File: config.mk
export PLATFORM = sky130hd
export DESIGN_NAME = dom_mode_sel
export DESIGN_NICKNAME = d
export VERILOG_FILES = /design/src/dom_pkg.sv /design/src/dom_mode_sel.sv
export SDC_FILE = /design/constraint.sdc
export NUM_CORES = 1
export LEC_CHECK = 0
export BUFFER_PORTS_ARGS = -buffer_cell sky130_fd_sc_hd__clkbuf_2
export CORE_MARGIN = 1
export CORE_UTILIZATION = 50
export CTS_BUF_LIST = sky130_fd_sc_hd__clkbuf_8
export CTS_CLUSTER_SIZE = 12
export DETAILED_ROUTE_END_ITERATION = 7
export PLACE_DENSITY_LB_ADDON = 0.12
export SLEW_MARGIN = 40
export SYNTH_ARGS = -nofsm -noshare
export SYNTH_HDL_FRONTEND = slang
export SYNTH_SLANG_ARGS = --single-unit
export TNS_END_PERCENT = 100
File: constraint.sdc
create_clock -name sys_clk -period 3.62 [get_ports sys_clk]
set_input_delay 0 -clock sys_clk [delete_from_list [all_inputs] [get_ports sys_clk]]
set_output_delay 0 -clock sys_clk [all_outputs]
set_load 0.005 [all_outputs]
File: src/dom_pkg.sv
package dom_pkg;
   // active command source of the drive
   typedef enum logic [1:0] {
      DOM_PANEL,
      DOM_EXT,
      DOM_COMMS,
      DOM_COMB
   } dom_mode_t;

   // operation mode selection values
   localparam logic [3:0] OPM_SWITCH = 4'h0;
   localparam logic [3:0] OPM_PANEL_FIXED = 4'h1;
   localparam logic [3:0] OPM_EXT_FIXED = 4'h2;
   localparam logic [3:0] OPM_COMB_A = 4'h3;
   localparam logic [3:0] OPM_COMB_B = 4'h4;
   localparam logic [3:0] OPM_RUN_SWITCH = 4'h6;
   localparam logic [3:0] OPM_INTERLOCK = 4'h7;
   localparam logic [3:0] OPM_RESET = 4'h0;

   // communication startup selection values
   localparam logic [3:0] ST_AS_OPM = 4'h0;
   localparam logic [3:0] ST_COMMS = 4'h1;
   localparam logic [3:0] ST_COMMS_KEEP = 4'h2;
   localparam logic [3:0] ST_PANEL_COMMS = 4'ha;
   localparam logic [3:0] ST_PANEL_COMMS_KEEP = 4'hc;
   localparam logic [3:0] ST_RESET = 4'h0;

   // parameter write protection value that allows parameter writes
   localparam logic [1:0] WP_ALLOW_ALL = 2'h0;

   // comms-mode command source value meaning option control
   localparam logic CMD_SRC_OPTION = 1'h0;

   // positions of the pin inputs in the synchroniser vector
   localparam int PIN_PANEL_EXT = 0;
   localparam int PIN_PANEL_COMMS = 1;
   localparam int PIN_COMMS_EXT = 2;
   localparam int PIN_INTERLOCK = 3;
   localparam int PIN_OUT_STOP = 4;
   localparam int PIN_START = 5;
   localparam int PIN_COUNT = 6;

   localparam dom_mode_t MODE_RESET = DOM_EXT;
endpackage : dom_pkg

File: src/dom_mode_sel.sv
module dom_mode_sel
   import dom_pkg::*;
(
   input wire logic sys_clk,
   input wire logic rst_n,
   input wire logic panel_external_switch_input,
   input wire logic panel_comms_switch_input,
   input wire logic comms_external_switch_input,
   input wire logic panel_interlock_input,
   input wire logic output_stop_input,
   input wire logic start_command_input,
   input wire logic panel_external_assigned,
   input wire logic panel_comms_assigned,
   input wire logic comms_external_assigned,
   input wire logic interlock_assigned,
   input wire logic motor_stopped,
   input wire logic comms_mode_command_source,
   input wire logic comm_option_fitted,
   input wire logic [1:0] parameter_write_protection,
   input wire logic panel_toggle_key,
   input wire logic power_restored,
   input wire logic opm_write,
   input wire logic [3:0] opm_write_data,
   input wire logic startup_write,
   input wire logic [3:0] startup_write_data,
   output dom_pkg::dom_mode_t drive_mode,
   output logic change_pending,
   output logic output_stop,
   output logic param_write_enable,
   output logic [3:0] operation_mode_selection,
   output logic [3:0] comms_startup_selection
);
   import dom_pkg::*;

   // two-stage synchronisers for the terminal pins
   logic [PIN_COUNT-1:0] pin_raw;
   logic [PIN_COUNT-1:0] pin_meta_reg;
   logic [PIN_COUNT-1:0] pin_sync_reg;
   assign pin_raw = {start_command_input, output_stop_input, panel_interlock_input,
                     comms_external_switch_input, panel_comms_switch_input, panel_external_switch_input};

   genvar gi;
   generate
      for (gi = 0; gi < PIN_COUNT; gi++) begin : g_sync
         always_ff @(posedge sys_clk) begin
            if (!rst_n) begin
               pin_meta_reg[gi] <= 1'h0;
               pin_sync_reg[gi] <= 1'h0;
            end else begin
               pin_meta_reg[gi] <= pin_raw[gi];
               pin_sync_reg[gi] <= pin_meta_reg[gi];
            end
         end
      end
   endgenerate

   logic x16;
   logic x65;
   logic x66;
   logic interlock_on;
   logic start_on;
   logic stopped;
   assign x16 = pin_sync_reg[PIN_PANEL_EXT];
   assign x65 = pin_sync_reg[PIN_PANEL_COMMS];
   assign x66 = pin_sync_reg[PIN_COMMS_EXT];
   assign start_on = pin_sync_reg[PIN_START];
   // output-stop pin stands in when no interlock terminal exists
   assign interlock_on = interlock_assigned ? pin_sync_reg[PIN_INTERLOCK] : pin_sync_reg[PIN_OUT_STOP];
   // a stop means motor at rest or no start command
   assign stopped = motor_stopped || !start_on;

   function automatic logic is_panel_comms_st(input logic [3:0] st);
      return (st == ST_PANEL_COMMS) || (st == ST_PANEL_COMMS_KEEP);
   endfunction : is_panel_comms_st

   function automatic logic is_comb(input logic [3:0] opm);
      return (opm == OPM_COMB_A) || (opm == OPM_COMB_B);
   endfunction : is_comb

   // comms falls back to panel when the option is missing
   function automatic dom_mode_t no_comms(input dom_mode_t m, input logic blk);
      return (m == DOM_COMMS && blk) ? DOM_PANEL : m;
   endfunction : no_comms

   // settings and state registers
   logic [3:0] opm_reg;
   logic [3:0] opm_next;
   logic [3:0] st_reg;
   logic [3:0] st_next;
   dom_mode_t mode_reg;
   dom_mode_t mode_next;
   logic init_reg;
   logic init_next;
   logic pending_reg;
   logic pending_next;
   logic stop_reg;
   logic stop_next;
   logic wen_reg;
   logic wen_next;

   logic blk;
   logic lockout;
   logic forced;
   logic allowed;
   dom_mode_t target;
   dom_mode_t start_mode;

   assign blk = (comms_mode_command_source == CMD_SRC_OPTION) && !comm_option_fitted;
   // interlock off under setting 7 locks out all writes but the selection
   assign lockout = (opm_reg == OPM_INTERLOCK) && !interlock_on;

   // mode at power on or reset
   always_comb begin
      start_mode = DOM_EXT;
      if (opm_reg == OPM_PANEL_FIXED) begin
         start_mode = DOM_PANEL;
      end else if (is_comb(opm_reg)) begin
         start_mode = DOM_COMB;
      end else if (st_reg == ST_AS_OPM) begin
         start_mode = DOM_EXT;
      end else if (opm_reg == OPM_INTERLOCK) begin
         start_mode = (interlock_on && !is_panel_comms_st(st_reg)) ? DOM_COMMS : DOM_EXT;
      end else begin
         start_mode = DOM_COMMS;
      end
      start_mode = no_comms(start_mode, blk);
   end

   // target mode, resolved selection first, then interlock, then inputs by rank
   always_comb begin
      target = mode_reg;
      if (opm_reg == OPM_PANEL_FIXED) begin
         target = DOM_PANEL;
      end else if (is_comb(opm_reg)) begin
         target = DOM_COMB;
      end else if (opm_reg == OPM_INTERLOCK && !interlock_on) begin
         target = DOM_EXT;
      end else if (opm_reg == OPM_EXT_FIXED) begin
         if (is_panel_comms_st(st_reg)) begin
            target = DOM_COMMS;
         end else if (comms_external_assigned) begin
            target = x66 ? DOM_COMMS : DOM_EXT;
         end else begin
            target = (mode_reg == DOM_PANEL) ? DOM_EXT : mode_reg;
         end
      end else if (comms_external_assigned && !is_panel_comms_st(st_reg)) begin
         if (x66) begin
            target = DOM_COMMS;
         end else if (panel_comms_assigned) begin
            target = x65 ? DOM_PANEL : DOM_EXT;
         end else if (panel_external_assigned) begin
            target = x16 ? DOM_EXT : DOM_PANEL;
         end else begin
            target = DOM_EXT;
         end
      end else if (panel_comms_assigned && is_panel_comms_st(st_reg)) begin
         if (x65) begin
            target = (comms_external_assigned && x66) ? DOM_COMMS : DOM_PANEL;
         end else if (panel_external_assigned) begin
            target = x16 ? DOM_EXT : DOM_PANEL;
         end else begin
            target = DOM_COMMS;
         end
      end else if (panel_external_assigned) begin
         target = x16 ? DOM_EXT : DOM_PANEL;
      end else if (is_panel_comms_st(st_reg) && panel_toggle_key) begin
         // the panel key alone swaps between panel and comms
         target = (mode_reg == DOM_COMMS) ? DOM_PANEL : DOM_COMMS;
      end
      target = no_comms(target, blk);
   end

   // fixed settings and forced external apply at once, even while running
   assign forced = (opm_reg == OPM_PANEL_FIXED) || is_comb(opm_reg) || (opm_reg == OPM_INTERLOCK && !interlock_on)
                   || (opm_reg == OPM_EXT_FIXED && (mode_reg == DOM_PANEL || is_panel_comms_st(st_reg)));
   assign allowed = forced || stopped || (opm_reg == OPM_RUN_SWITCH);

   // next state of settings, mode and status flags
   always_comb begin
      opm_next = opm_reg;
      st_next = st_reg;
      mode_next = mode_reg;
      init_next = 1'h0;
      pending_next = 1'h0;
      // selection writes only at a stop; protection does not block them
      if (opm_write && stopped) begin
         opm_next = opm_write_data;
      end
      if (startup_write && stopped && !lockout) begin
         st_next = startup_write_data;
      end
      if (init_reg) begin
         mode_next = start_mode;
      end else if (power_restored && st_reg != ST_COMMS_KEEP && st_reg != ST_PANEL_COMMS_KEEP) begin
         // only the keep settings restore the mode held before the outage
         init_next = 1'h1;
      end else if (allowed) begin
         mode_next = target;
      end else begin
         pending_next = (target != mode_reg);
      end
      // output stop in external mode while interlocked, else the stop pin if an interlock terminal is assigned
      if (opm_reg == OPM_INTERLOCK) begin
         stop_next = interlock_on && (mode_next == DOM_EXT);
      end else begin
         stop_next = interlock_assigned && pin_sync_reg[PIN_OUT_STOP];
      end
      wen_next = !lockout && (parameter_write_protection == WP_ALLOW_ALL) && stopped;
   end

   // registers only
   always_ff @(posedge sys_clk) begin
      if (!rst_n) begin
         opm_reg <= OPM_RESET;
         st_reg <= ST_RESET;
         mode_reg <= MODE_RESET;
         init_reg <= 1'h1;
         pending_reg <= 1'h0;
         stop_reg <= 1'h0;
         wen_reg <= 1'h0;
      end else begin
         opm_reg <= opm_next;
         st_reg <= st_next;
         mode_reg <= mode_next;
         init_reg <= init_next;
         pending_reg <= pending_next;
         stop_reg <= stop_next;
         wen_reg <= wen_next;
      end
   end

   assign drive_mode = mode_reg;
   assign change_pending = pending_reg;
   assign output_stop = stop_reg;
   assign param_write_enable = wen_reg;
   assign operation_mode_selection = opm_reg;
   assign comms_startup_selection = st_reg;

   // checks, the quiet cycle around init and restore excluded
   logic calm;
   assign calm = !init_reg && !power_restored;

   property p_fixed_panel;
      @(posedge sys_clk) disable iff (!rst_n) (calm && opm_reg == OPM_PANEL_FIXED) |=> (mode_reg == DOM_PANEL);
   endproperty
   a_fixed_panel: assert property (p_fixed_panel) else $error("setting 1 did not give panel mode");

   property p_comms_fixed;
      @(posedge sys_clk) disable iff (!rst_n)
         (calm && opm_reg == OPM_EXT_FIXED && is_panel_comms_st(st_reg) && !blk) |=> (mode_reg == DOM_COMMS);
   endproperty
   a_comms_fixed: assert property (p_comms_fixed) else $error("setting 2 with startup 10/12 not comms");

   property p_interlock_force;
      @(posedge sys_clk) disable iff (!rst_n)
         (calm && opm_reg == OPM_INTERLOCK && !interlock_on) |=> (mode_reg == DOM_EXT && !output_stop);
   endproperty
   a_interlock_force: assert property (p_interlock_force) else $error("interlock off did not force external");

   property p_no_panel;
      @(posedge sys_clk) disable iff (!rst_n) (calm && opm_reg == OPM_EXT_FIXED && !blk) |=> (mode_reg != DOM_PANEL);
   endproperty
   a_no_panel: assert property (p_no_panel) else $error("panel mode entered under setting 2");

   property p_run_switch;
      @(posedge sys_clk) disable iff (!rst_n)
         (calm && opm_reg == OPM_RUN_SWITCH && !stopped) |=> (mode_reg == $past(target));
   endproperty
   a_run_switch: assert property (p_run_switch) else $error("setting 6 did not switch while running");

   property p_pending;
      @(posedge sys_clk) disable iff (!rst_n)
         (calm && !allowed && target != mode_reg) |=> ($stable(mode_reg) && change_pending);
   endproperty
   a_pending: assert property (p_pending) else $error("running change not held pending");

   property p_comms_ext;
      @(posedge sys_clk) disable iff (!rst_n)
         (calm && opm_reg == OPM_SWITCH && st_reg == ST_AS_OPM && comms_external_assigned && x66 && stopped && !blk)
         |=> (mode_reg == DOM_COMMS);
   endproperty
   a_comms_ext: assert property (p_comms_ext) else $error("comms-external input did not give comms");

   property p_panel_comms;
      @(posedge sys_clk) disable iff (!rst_n)
         (calm && opm_reg == OPM_SWITCH && is_panel_comms_st(st_reg) && panel_comms_assigned && x65 && stopped)
         |=> (mode_reg == ((($past(comms_external_assigned) && $past(x66)) && !$past(blk)) ? DOM_COMMS : DOM_PANEL));
   endproperty
   a_panel_comms: assert property (p_panel_comms) else $error("panel-comms input gave wrong mode");

   property p_no_option;
      @(posedge sys_clk) disable iff (!rst_n) (calm && blk && allowed) |=> (mode_reg != DOM_COMMS);
   endproperty
   a_no_option: assert property (p_no_option) else $error("comms chosen without option");

   property p_startup;
      @(posedge sys_clk) disable iff (!rst_n)
         (init_reg && opm_reg == OPM_SWITCH && st_reg != ST_AS_OPM && !blk) |=> (mode_reg == DOM_COMMS);
   endproperty
   a_startup: assert property (p_startup) else $error("startup did not enter comms mode");

   property p_opm_write;
      @(posedge sys_clk) disable iff (!rst_n) (opm_write && stopped) |=> (opm_reg == $past(opm_write_data));
   endproperty
   a_opm_write: assert property (p_opm_write) else $error("selection write lost at a stop");

   property p_lockout;
      // write enable registers the lockout of the write cycle itself, so both are judged one edge later
      @(posedge sys_clk) disable iff (!rst_n) (startup_write && lockout) |=> ($stable(st_reg) && !param_write_enable);
   endproperty
   a_lockout: assert property (p_lockout) else $error("startup write accepted under interlock");

   c_pending: cover property (@(posedge sys_clk) disable iff (!rst_n) change_pending ##1 !change_pending);
   c_toggle: cover property (@(posedge sys_clk) disable iff (!rst_n) panel_toggle_key && allowed && calm);
   c_forced: cover property (@(posedge sys_clk) disable iff (!rst_n) opm_reg == OPM_INTERLOCK && !interlock_on);
   c_restore: cover property (@(posedge sys_clk) disable iff (!rst_n) power_restored && st_reg == ST_COMMS_KEEP);
endmodule : dom_mode_sel

### After elaboration in Yosys (flattened, before gate mapping)

Index checks and enable logic that the tools add are counted.

| word-level totals | value |
|---|---|
| register bits | 26 |
| input bits | 29 |
| output and inout port bits | 13 |
| logic and storage cells | 108 |

| cells by class | value |
|---|---|
| eq/ne operators | 15 |
| mux-type cells | 35 |
| bitwise logic cells | 2 |
| reductions and logical operators | 37 |

Operators with widths:

| cell | number |
|---|---|
| 2-to-1 mux 2 bit | 27 |
| logical AND 1 bit | 19 |
| == test 4 x 3 -> 1 bit (second input constant) | 3 |
| logical OR 1 bit | 9 |
| == test 4 x 2 -> 1 bit (second input constant) | 2 |
| == test 4 bit (second input constant) | 2 |
| 2-to-1 mux 1 bit | 8 |
| == test 2 bit (second input constant) | 3 |
| zero test 1 bit | 5 |
| == test 4 x 1 -> 1 bit (second input constant) | 1 |
| zero test 2 bit | 2 |
| zero test 4 bit | 1 |
| != test 4 x 2 -> 1 bit (second input constant) | 1 |
| != test 4 bit (second input constant) | 1 |
| OR reduction 4 bit | 1 |
| == test 2 x 1 -> 1 bit (second input constant) | 1 |
| != test 2 bit | 1 |
| inverter 1 bit | 2 |

### Depth between registers and ports, before layout

Gate-level depths: netlist (run 1).

| logic depth | value |
|---|---|
| word-level depth | 20 |
| gate-level depth with buffers | 7 |
| depth with buffers taken out | 7 |

### Worst setup path before layout (run 1)

OpenSTA, ideal clock, no wires.

| path | value |
|---|---|
| path type | register to register |
| start | reg opm_reg[3], in the netlist operation_mode_selection[3] |
| end | reg stop_reg, in the netlist output_stop |
| setup time | 125 ps |
| data arrival time | 1877 ps |
| required time | 3495 ps |
| path slack | 1618 ps |
| cell stages (with the launch flop) | 7 |
| buffers on the path | 0 |
| clock period less this slack | 2002 ps |
| path through | dfxtp_1 > or4b_2 > nand3b_1 > a31oi_1 > o2111ai_1 > o31ai_1 > o31ai_1 |

| on the way | value |
|---|---|
| longest elaborated chain between the ends | 14 |
| elaborated cells on any way between the ends | 34 |
| classes of those cells | eq/ne: 9; mux: 14; reduce/logical: 11 |

Ends and longest elaborated chain:

| what | line | text |
|---|---|---|
| start: declaration | dom_mode_sel.sv:86 | `logic [3:0] opm_reg;` |
| start signal: assignment | dom_mode_sel.sv:222 | `opm_reg <= opm_next;` |
| == test 4 x 2 -> 1 bit or == test 4 x 3 -> 1 bit (tied branches) | n/a |  |
| 2-to-1 mux 2 bit or logical AND 1 bit (tied branches) | dom_mode_sel.sv:138, dom_mode_sel.sv:136, dom_mode_sel.sv:174 |  |
| 2-to-1 mux 2 bit | dom_mode_sel.sv:136 | `end else if (opm_reg == OPM_INTERLOCK && !interlock_on) begin` |
| 2-to-1 mux 2 bit | dom_mode_sel.sv:134 | `end else if (is_comb(opm_reg)) begin` |
| 2-to-1 mux 2 bit | dom_mode_sel.sv:132 | `if (opm_reg == OPM_PANEL_FIXED) begin` |
| == test 2 bit | dom_mode_sel.sv:82 | `return (m == DOM_COMMS && blk) ? DOM_PANEL : m;` |
| logical AND 1 bit | dom_mode_sel.sv:82 |  |
| 2-to-1 mux 2 bit | dom_mode_sel.sv:82 |  |
| 2-to-1 mux 2 bit | dom_mode_sel.sv:197 | `end else if (allowed) begin` |
| 2-to-1 mux 2 bit | dom_mode_sel.sv:194 | `end else if (power_restored && st_reg != ST_COMMS_KEEP && st_reg != ST_PANEL_COMMS_KEEP) begin` |
| 2-to-1 mux 2 bit | dom_mode_sel.sv:192 | `if (init_reg) begin` |
| == test 2 x 1 -> 1 bit | dom_mode_sel.sv:204 | `stop_next = interlock_on && (mode_next == DOM_EXT);` |
| logical AND 1 bit | dom_mode_sel.sv:204 |  |
| 2-to-1 mux 1 bit * | dom_mode_sel.sv:203 | `if (opm_reg == OPM_INTERLOCK) begin` |
| end signal: assignment | dom_mode_sel.sv:227 | `stop_reg <= stop_next;` |
| end: declaration | dom_mode_sel.sv:96 | `logic stop_reg;` |

Mark *: on every way between the ends. The rest lies on a longest branch, timed or not.
A chain may end at the register's enable or synchronous reset.

### Worst setup path in the final report (run 1)

| path | value |
|---|---|
| start | reg opm_reg[1], in the netlist operation_mode_selection[1] |
| end | reg stop_reg, in the netlist output_stop |

Same word-level chain as after synthesis.

==> results of run 1 <==
[layout by cell type (no fill, tap or decap), drive strengths merged, types with 2 or more instances in the layout]
cell type | synthesis | routed
clkbuf | 3 | 45
nand2b | 2 | 2
and2 | 14 | 14
or4b | 2 | 2
o21ai | 4 | 4
o2111ai | 2 | 2
o31ai | 3 | 3
nor4b | 2 | 2
nor2 | 6 | 6
nand3 | 6 | 6
mux2i | 6 | 6
a21boi | 4 | 4
nor2b | 8 | 8
a21oi | 4 | 4
a31oi | 6 | 6
nand4b | 2 | 2
dfxtp | 26 | 26
nand2 | 10 | 10
dlygate4sd3 | 0 | 14
nand3b | 3 | 3
or3b | 2 | 2
xor2 | 2 | 2
[worst max-delay path by stage]
stage	from	end	slack, ns	depth (start not counted)
6_report	operation_mode_selection[1]	output_stop	1.36	6
5_1_grt	operation_mode_selection[2]	output_stop	1.22	7
4_1_cts	operation_mode_selection[2]	output_stop	1.40	7
3_5_place_dp	operation_mode_selection[1]	output_stop	1.43	6
3_3_place_gp	operation_mode_selection[1]	output_stop	1.50	6
2_1_floorplan	operation_mode_selection[3]	output_stop	1.62	6
[layer usage]
layer	track usage, %	routed length (um)	up-vias
met3	3.74	137	6
met1	29.5	1360	587
li1	-	-	632
met4	10.5	52	0
met5	0	0	-
met2	42.4	1510	45
[power by group through the flow]
stage	registers (uW)	clock network (uW)	logic (uW)
2_1_floorplan	323	0	71.3
3_3_place_gp	326	0	107
3_5_place_dp	327	0	110
4_1_cts	320	195	122
5_1_grt	324	204	137
6_report	320	189	123
[cells by family after synthesis]
family / count (synthesis)
buf+inv: 4
compound gates: 34
simple gates: 66
flops: 26
mux: 7
xor+xnor: 3
[through the flow]
| stage | cells | setup WS [ns] | area (um^2) | utilization (%) | hold WS, ns |
|---|---|---|---|---|---|
| 4_1_cts | 226 | 1.40 | 1730 | 69.7 | 0.0191 |
| 5_1_grt | 226 | 1.22 | 1730 | 69.7 | 0.0534 |
| 3_5_place_dp | 208 | 1.43 | 1530 | 61.8 | 0.210 |
| 2_1_floorplan | 140 | 1.62 | 1300 | - | 0.127 |
| 6_report | 226 | 1.36 | 1730 | 69.7 | 0.0240 |
| 3_3_place_gp | 208 | 1.50 | 1530 | 61.8 | 0.205 |
[worst max-delay path: stages (launching register included)]
cell	delay [ns]
sky130_fd_sc_hd__dfxtp_1	0.48
sky130_fd_sc_hd__or4b_2	0.69
sky130_fd_sc_hd__nand3b_1	0.22
sky130_fd_sc_hd__a31oi_1	0.16
sky130_fd_sc_hd__o2111ai_1	0.16
sky130_fd_sc_hd__o31ai_1	0.31
sky130_fd_sc_hd__o31ai_1	0.12
[layout make-up]
cell class	instances	area share (%)
Sequential cell	26	30.1
Timing Repair Buffer	55	20.0
Multi-Input combinational cell	110	44.3
Clock buffer	4	3.19
Inverter	1	0.217
Tap cell	30	2.17
[timing repair]
action                    in CTS  in global routing
gates resized for setup        0                  0
hold endpoints to repair      14                  0
buffers inserted               0                  0
hold buffers                  14                  0
==> results.txt, run 1 <==
----------------------------------------------------
[Yosys]
  Number of register bits inferred by synthesis ... 26
  Main combinational cell family by area after synthesis ... simple AND/OR/NAND/NOR gates
  Number of different library cells in the post-synthesis netlist ... 46
  Library cell with the highest instance count after synthesis ... sky130_fd_sc_hd__dfxtp_1
  Compound-gate portion of the synthesized area ... 20.0%
  Nets in the synthesized netlist ... 169
  Post-synthesis simple-gate area fraction ... 31.3%
  Most used DFF post-synth ... sky130_fd_sc_hd__dfxtp_1
  Number of enable flip-flop cells after synthesis ... 0
  Portion of synthesized cell area occupied by the leading cell type ... 40.0%
  Synthesized area divided by synthesized cell count ... between 9 and 10 um^2
  Yosys synthesis warning count ... 0
  Area share of xor/xnor cells in the synthesized design ... approximately 2.0%
  Top cells by area in the synthesized netlist ... sky130_fd_sc_hd__dfxtp_1 40%, sky130_fd_sc_hd__and2_1 6.3%, sky130_fd_sc_hd__mux2i_1 4.6%
  Leading cell types by count after synthesis ... 26 x sky130_fd_sc_hd__dfxtp_1, 13 x sky130_fd_sc_hd__and2_1, 10 x sky130_fd_sc_hd__nand2_1
  Post-Syn Area ... 1300 um^2
  Post-synthesis mux area share ... 5.49%
  Share of async-settable or async-resettable flops after synthesis ... 0%
  Arithmetic-cell share of the synthesized area counting full adders, half adders and majority gates ... 0%
  Gate count after technology mapping ... 140
  Leading area contributor after synthesis ... sky130_fd_sc_hd__dfxtp_1
  Sequential element share of the synthesized area ... 40.0%

[Layout]
  Net count, final ... approximately 230
  Sequential Area ... 520 um^2
  Total inserted antenna cells ... 0
  Layout-stage area growth over the synthesis result ... 32.8%
  Share of post-route cells with drive strength above 1 ... ~28%
  FILL cells ... 209
  Area of the multi-input gates ... 764 um^2
  Flip-flop count of the largest register after layout ... 6

[Drt]
  Pre-antenna DRT Iters ... 4
  Routed WL per cell ... 13.5 um
  Vias per std cell ... 5.62
  Vias post-DR ... 1,270
  DRC Markers ... 0
  Number of nets still failing antenna checks after routing ... 0
  Overall routed net length ... 3.06 mm
  Iteration-0 DRC Markers ... 24

[Floorplanning]
  Total Die Area ... between 2000 and 3000 um^2
  Starting Density ... 52.5%
  Number of top-level design ports ... 42
  Height of the die ... 53.0 um
  Standard-cell row count ... 18
  Horizontal die dimension ... around 53 um
  Core region area ... approximately 2500 um^2

[STA]
  Final hold viol count ... 0
  Accumulated negative setup slack ... 0 ns
  Time the worst path needs with I/O delays and setup ... 2.26 ns
  Count of pins over their slew limit ... 0
  Post-route clock period utilization ... 62.4%
  Worst-margin pin slew ... around 0.75 ns
  Max_slew headroom ... 49.2%
  RSZ-0062 raised after global routing ... no
  Final-report setup violation count ... 0
  Highest clock rate ... 443 MHz
  Final clock skew ... 0.00400 ns

[Power]
  Clock share of power ... 29.8%
  Share of total power in combinational logic ... between 10% and 20%
  Power Internal ... approximately 470 uW
  NetSw ... about 170 uW
  Net Sw Frac ... 26.2%
  IR Drop Worst-Case VDD ... 0.000290 V
  Post-route total power ... around 630 uW
  Relative contribution of sequential cells to total power ... 50.7%
  Leakage dissipation ... 0.000758 uW
  Power per cell area ... 366 nW/um^2

[Placement]
  Placer's final routability congestion estimate ... 0.924
  Port Buffer Count ... 41
  Dpl hpwl ... between 2 and 2.5 mm

[Clock network]
  Clock Pin Slew Worst Setup and Hold Paths ... 0.09 ns
  H-Tree Level Count ... 1
  CTS Root Cell ... sky130_fd_sc_hd__clkbuf_8
  Clock insertion delay at the later pin of the skew report ... 0.27 ns
  Clock tree from TritonCTS ... done
  Maximum clock path buffer count ... 2
  Number of CTS-inserted buffers ... 3
  Clock sinks ... 26

[Global route]
  Number of antenna violations at the first check in global routing ... 0
  Pin count of the biggest net entering global routing ... 28
  Number of global-route vias before repair ... between 1,000 and 1,500
  GRT Util Overall ... 24.4%
  First-pass GRT wire length ... 4.93 mm
  GR Overflow Total ... 0

[Job]
  Max-cap violations ... 0

[Setup path]
  Launching element type of the critical path ... register
  Worst path arrival time ... 2.41 ns
  Required @ worst endpoint ... 3.78 ns
  Worst setup slack for register-to-register paths ... 1.36 ns
  Setup Crit Path Kind ... reg2reg
  Worst R2R End ... output_stop
  Reg2Reg Depth ... 6
  Crit Reg-Reg Startpoint ... operation_mode_selection[1]
  Biggest fanout along the worst timing path ... 10
  CP Capture Type ... register

[Worst hold path]
  Hold path endpoint ... output_stop
  Worst hold path type ... in2reg
  Number of instances on the worst hold path ... 3
  Hold_sp ... interlock_assigned

[Status]
  Outcome ... finished, final reports clean

----------------------------------------------------
Power figures use the tool's default switching activity.
==> run 2: changes to the inputs <==
--- a/config.mk
+++ b/config.mk
@@ -7,7 +7,7 @@
 export LEC_CHECK = 0
 export BUFFER_PORTS_ARGS = -buffer_cell sky130_fd_sc_hd__clkbuf_2
 export CORE_MARGIN = 1
-export CORE_UTILIZATION = 50
+export CORE_UTILIZATION = 47
 export CTS_BUF_LIST = sky130_fd_sc_hd__clkbuf_8
 export CTS_CLUSTER_SIZE = 12
 export DETAILED_ROUTE_END_ITERATION = 7
==> constraint.sdc (replaced) <==
create_clock -name sys_clk -period 1.97 [get_ports sys_clk]
set_input_delay 0 -clock sys_clk [delete_from_list [all_inputs] [get_ports sys_clk]]
set_output_delay 0 -clock sys_clk [all_outputs]
set_load 0.005 [all_outputs]
==> run 2 against run 1 <==
Effect of this change:
- the run now ends with setup timing left
- critical path depth rose by 2
- die area rose by 6.1%
- utilization rose by 6.2 points
- combinational power rose by 140%
- flip-flop and latch count did not move
- setup slack got worse by 1.4 ns
- register-to-register slack got worse by 1.4 ns
- critical path type unchanged
==> results.txt, run 2 (synthesis gave the netlist of run 1 again) <==
----------------------------------------------------
[Status]
  Outcome ... complete, but fails checks (was finished, final reports clean)
  Violations in the final reports ... setup timing

[Clock network]
  Clock sinks ... 26 (unchanged)
  H-Tree Level Count ... 1 (unchanged)
  Clock insertion delay at the later pin of the skew report ... 0.27 ns (about the same)
  Clock Pin Slew Worst Setup and Hold Paths ... 0.09 ns (about the same)
  CTS Root Cell ... sky130_fd_sc_hd__clkbuf_8 (unchanged)
  Maximum clock path buffer count ... 2 (unchanged)
  Clock tree from TritonCTS ... done (unchanged)
  Number of CTS-inserted buffers ... 3 (unchanged)

[Layout]
  Layout-stage area growth over the synthesis result ... 48.5% (was 32.8%)
  FILL cells ... 189 (was 209)
  Net count, final ... 246 (was 226)
  Sequential Area ... 536 um^2 (was 520 um^2)
  Area of the multi-input gates ... 822 um^2 (was 764 um^2)
  Share of post-route cells with drive strength above 1 ... 39.5% (was 27.6%)
  Total inserted antenna cells ... 0 (unchanged)
  Leading cell type in the layout, fill and taps excluded ... sky130_fd_sc_hd__clkbuf_2 (unchanged)
  Most frequent cells in the layout ... 42 x sky130_fd_sc_hd__clkbuf_2, 20 x sky130_fd_sc_hd__dfxtp_1, 20 x sky130_fd_sc_hd__buf_4 (was 41 x sky130_fd_sc_hd__clkbuf_2, 26 x sky130_fd_sc_hd__dfxtp_1, 14 x sky130_fd_sc_hd__dlygate4sd3_1)
  Flip-flop count of the largest register after layout ... 6 (unchanged)

[Floorplanning]
  Standard-cell row count ... 18 (unchanged)
  Core region area ... 2540 um^2 (was 2480 um^2)
  Horizontal die dimension ... 54.6 um (was 53.0 um)
  Starting Density ... 51.1% (was 52.5%)
  Number of top-level design ports ... 42 (unchanged)
  Total Die Area ... 2980 um^2 (was 2810 um^2)
  Height of the die ... 54.6 um (was 53.0 um)

[Setup path]
  CP Capture Type ... register (unchanged)
  Required @ worst endpoint ... 2.15 ns (was 3.78 ns)
  Biggest fanout along the worst timing path ... 5 (was 10)
  Worst path arrival time ... 2.24 ns (was 2.41 ns)
  Launching element type of the critical path ... register (unchanged)
  Setup Crit Path Kind ... reg2reg (unchanged)

[STA]
  Post-route clock period utilization ... 104% (was 62.4%)
  PnR worst setup slack ... -0.0860 ns (was 1.36 ns)
  Final clock skew ... 0.00649 ns (was 0.00400 ns)
  Final-report setup violation count ... 4 (was 0)
  Max_slew headroom ... 72.0% (was 49.2%)
  Final hold viol count ... 0 (unchanged)
  RSZ-0062 raised after global routing ... yes (was no)
  Worst-margin pin slew ... 0.420 ns (was 0.752 ns)
  Tightest hold margin ... 0.00489 ns (was 0.0240 ns)
  Count of pins over their slew limit ... 0 (unchanged)
  Highest clock rate ... 486 MHz (was 443 MHz)
  Time the worst path needs with I/O delays and setup ... 2.06 ns (was 2.26 ns)

[Global route]
  GR Overflow Total ... 0 (unchanged)
  GRT Util Overall ... 24.2% (was 24.4%)
  First-pass GRT wire length ... 5.13 mm (was 4.93 mm)
  Number of global-route vias before repair ... 1,176 (was 1,149)
  Pin count of the biggest net entering global routing ... 28 (unchanged)
  Number of antenna violations at the first check in global routing ... 0 (unchanged)

[Placement]
  Dpl hpwl ... 2.36 mm (was 2.10 mm)
  Placer's final routability congestion estimate ... 0.920 (was 0.924)
  Worst slack at placement ... -0.0953 ns (was 1.43 ns)
  Port Buffer Count ... 41 (unchanged)

[Drt]
  Routed WL per cell ... 15.2 um (was 13.5 um)
  Vias per std cell ... 5.70 (was 5.62)
  Vias post-DR ... 1,397 (was 1,270)
  Iteration-0 DRC Markers ... 34 (was 24)
  Number of nets still failing antenna checks after routing ... 0 (unchanged)
  Pre-antenna DRT Iters ... 4 (unchanged)
  Overall routed net length ... 3.71 mm (was 3.06 mm)
  DRC Markers ... 0 (unchanged)

[Job]
  Max-cap violations ... 0 (unchanged)

[Power]
  Power per cell area ... 614 nW/um^2 (was 366 nW/um^2)
  Net Sw Frac ... 27.9% (was 26.2%)
  Share of total power in combinational logic ... 25.4% (was 19.5%)
  IR Drop Worst-Case VDD ... 0.000443 V (was 0.000290 V)
  Clock share of power ... 25.1% (was 29.8%)
  Leakage dissipation ... 0.000871 uW (was 0.000758 uW)
  NetSw ... 331 uW (was 166 uW)
  Power Internal ... 854 uW (was 466 uW)
  Relative contribution of sequential cells to total power ... 49.4% (was 50.7%)

[Worst hold path]
  Worst hold path type ... in2reg (unchanged)

----------------------------------------------------
-- run 2: layout make-up --
| class | count | share of cell area, % |
|---|---|---|
| Sequential cell | 26 | 27.7 |
| Multi-Input combinational cell | 110 | 42.6 |
| Inverter | 1 | 0.194 |
| Tap cell | 30 | 1.94 |
| Timing Repair Buffer | 75 | 25.4 |
| Clock buffer | 3 | 2.14 |
-- run 2: worst paths after layout --
path                           endpoint  cells after the start                  startpoint  slack [ns]
max reg2reg                 output_stop                      8  comms_startup_selection[2]       -0.09
max                         output_stop                      8  comms_startup_selection[2]       -0.09
min reg2reg                         x16                      1             pin_meta_reg[0]        0.44
min          comms_startup_selection[2]                      3       startup_write_data[2]       0.005
-- run 2: timing repair --
| item | in CTS | in global routing |
|---|---|---|
| endpoints found under the hold margin | 12 | 1 |
| buffers inserted | 1 | 5 |
| gates resized for setup | 8 | 9 |
| pin swaps | 7 | 2 |
| gates cloned | 0 | 0 |
| endpoints found under the setup margin | 4 | 4 |
| hold buffers | 12 | 1 |
-- run 2: power groups by stage --
stage / combinational [uW] / clock [uW] / sequential [uW]
after global placement: 231 / 0 / 592
final: 301 / 298 / 585
after CTS: 268 / 300 / 584
after detailed placement: 241 / 0 / 594
after floorplan: 132 / 0 / 594
after global routing: 330 / 331 / 588
-- run 2: through the flow --
| step | power (uW) | cell area [um^2] | TNS [ns] | instances | util [%] |
|---|---|---|---|---|---|
| finish | 1180 | 1930 | -0.265 | 245 | 75.9 |
| global route | 1250 | 1930 | -0.730 | 245 | 75.9 |
| CTS | 1150 | 1850 | -0.156 | 239 | 72.9 |
| detailed placement | 835 | 1650 | -0.236 | 223 | 64.8 |
| global placement | 824 | 1650 | -0.00229 | 223 | 64.8 |
| floorplan | 726 | 1310 | 0 | 140 | - |
-- run 2: routing by layer --
metal  up-vias  part of all wire (%)  global-route usage, %
met5         -                     0                      0
met4         0                   3.1                   9.83
met3        16                   6.4                   4.44
met2        70                    47                   41.2
met1       643                    43                   29.4
li1        668                     -                      -
-- run 2: critical path: stages, from the launching register on --
cell	delay, ns
sky130_fd_sc_hd__dfxtp_2	0.36
sky130_fd_sc_hd__xor2_4	0.18
sky130_fd_sc_hd__buf_4	0.15
sky130_fd_sc_hd__a22o_1	0.22
sky130_fd_sc_hd__a211oi_2	0.33
sky130_fd_sc_hd__nand3b_1	0.21
sky130_fd_sc_hd__mux2i_1	0.10
sky130_fd_sc_hd__o21a_1	0.23
sky130_fd_sc_hd__o31ai_2	0.18
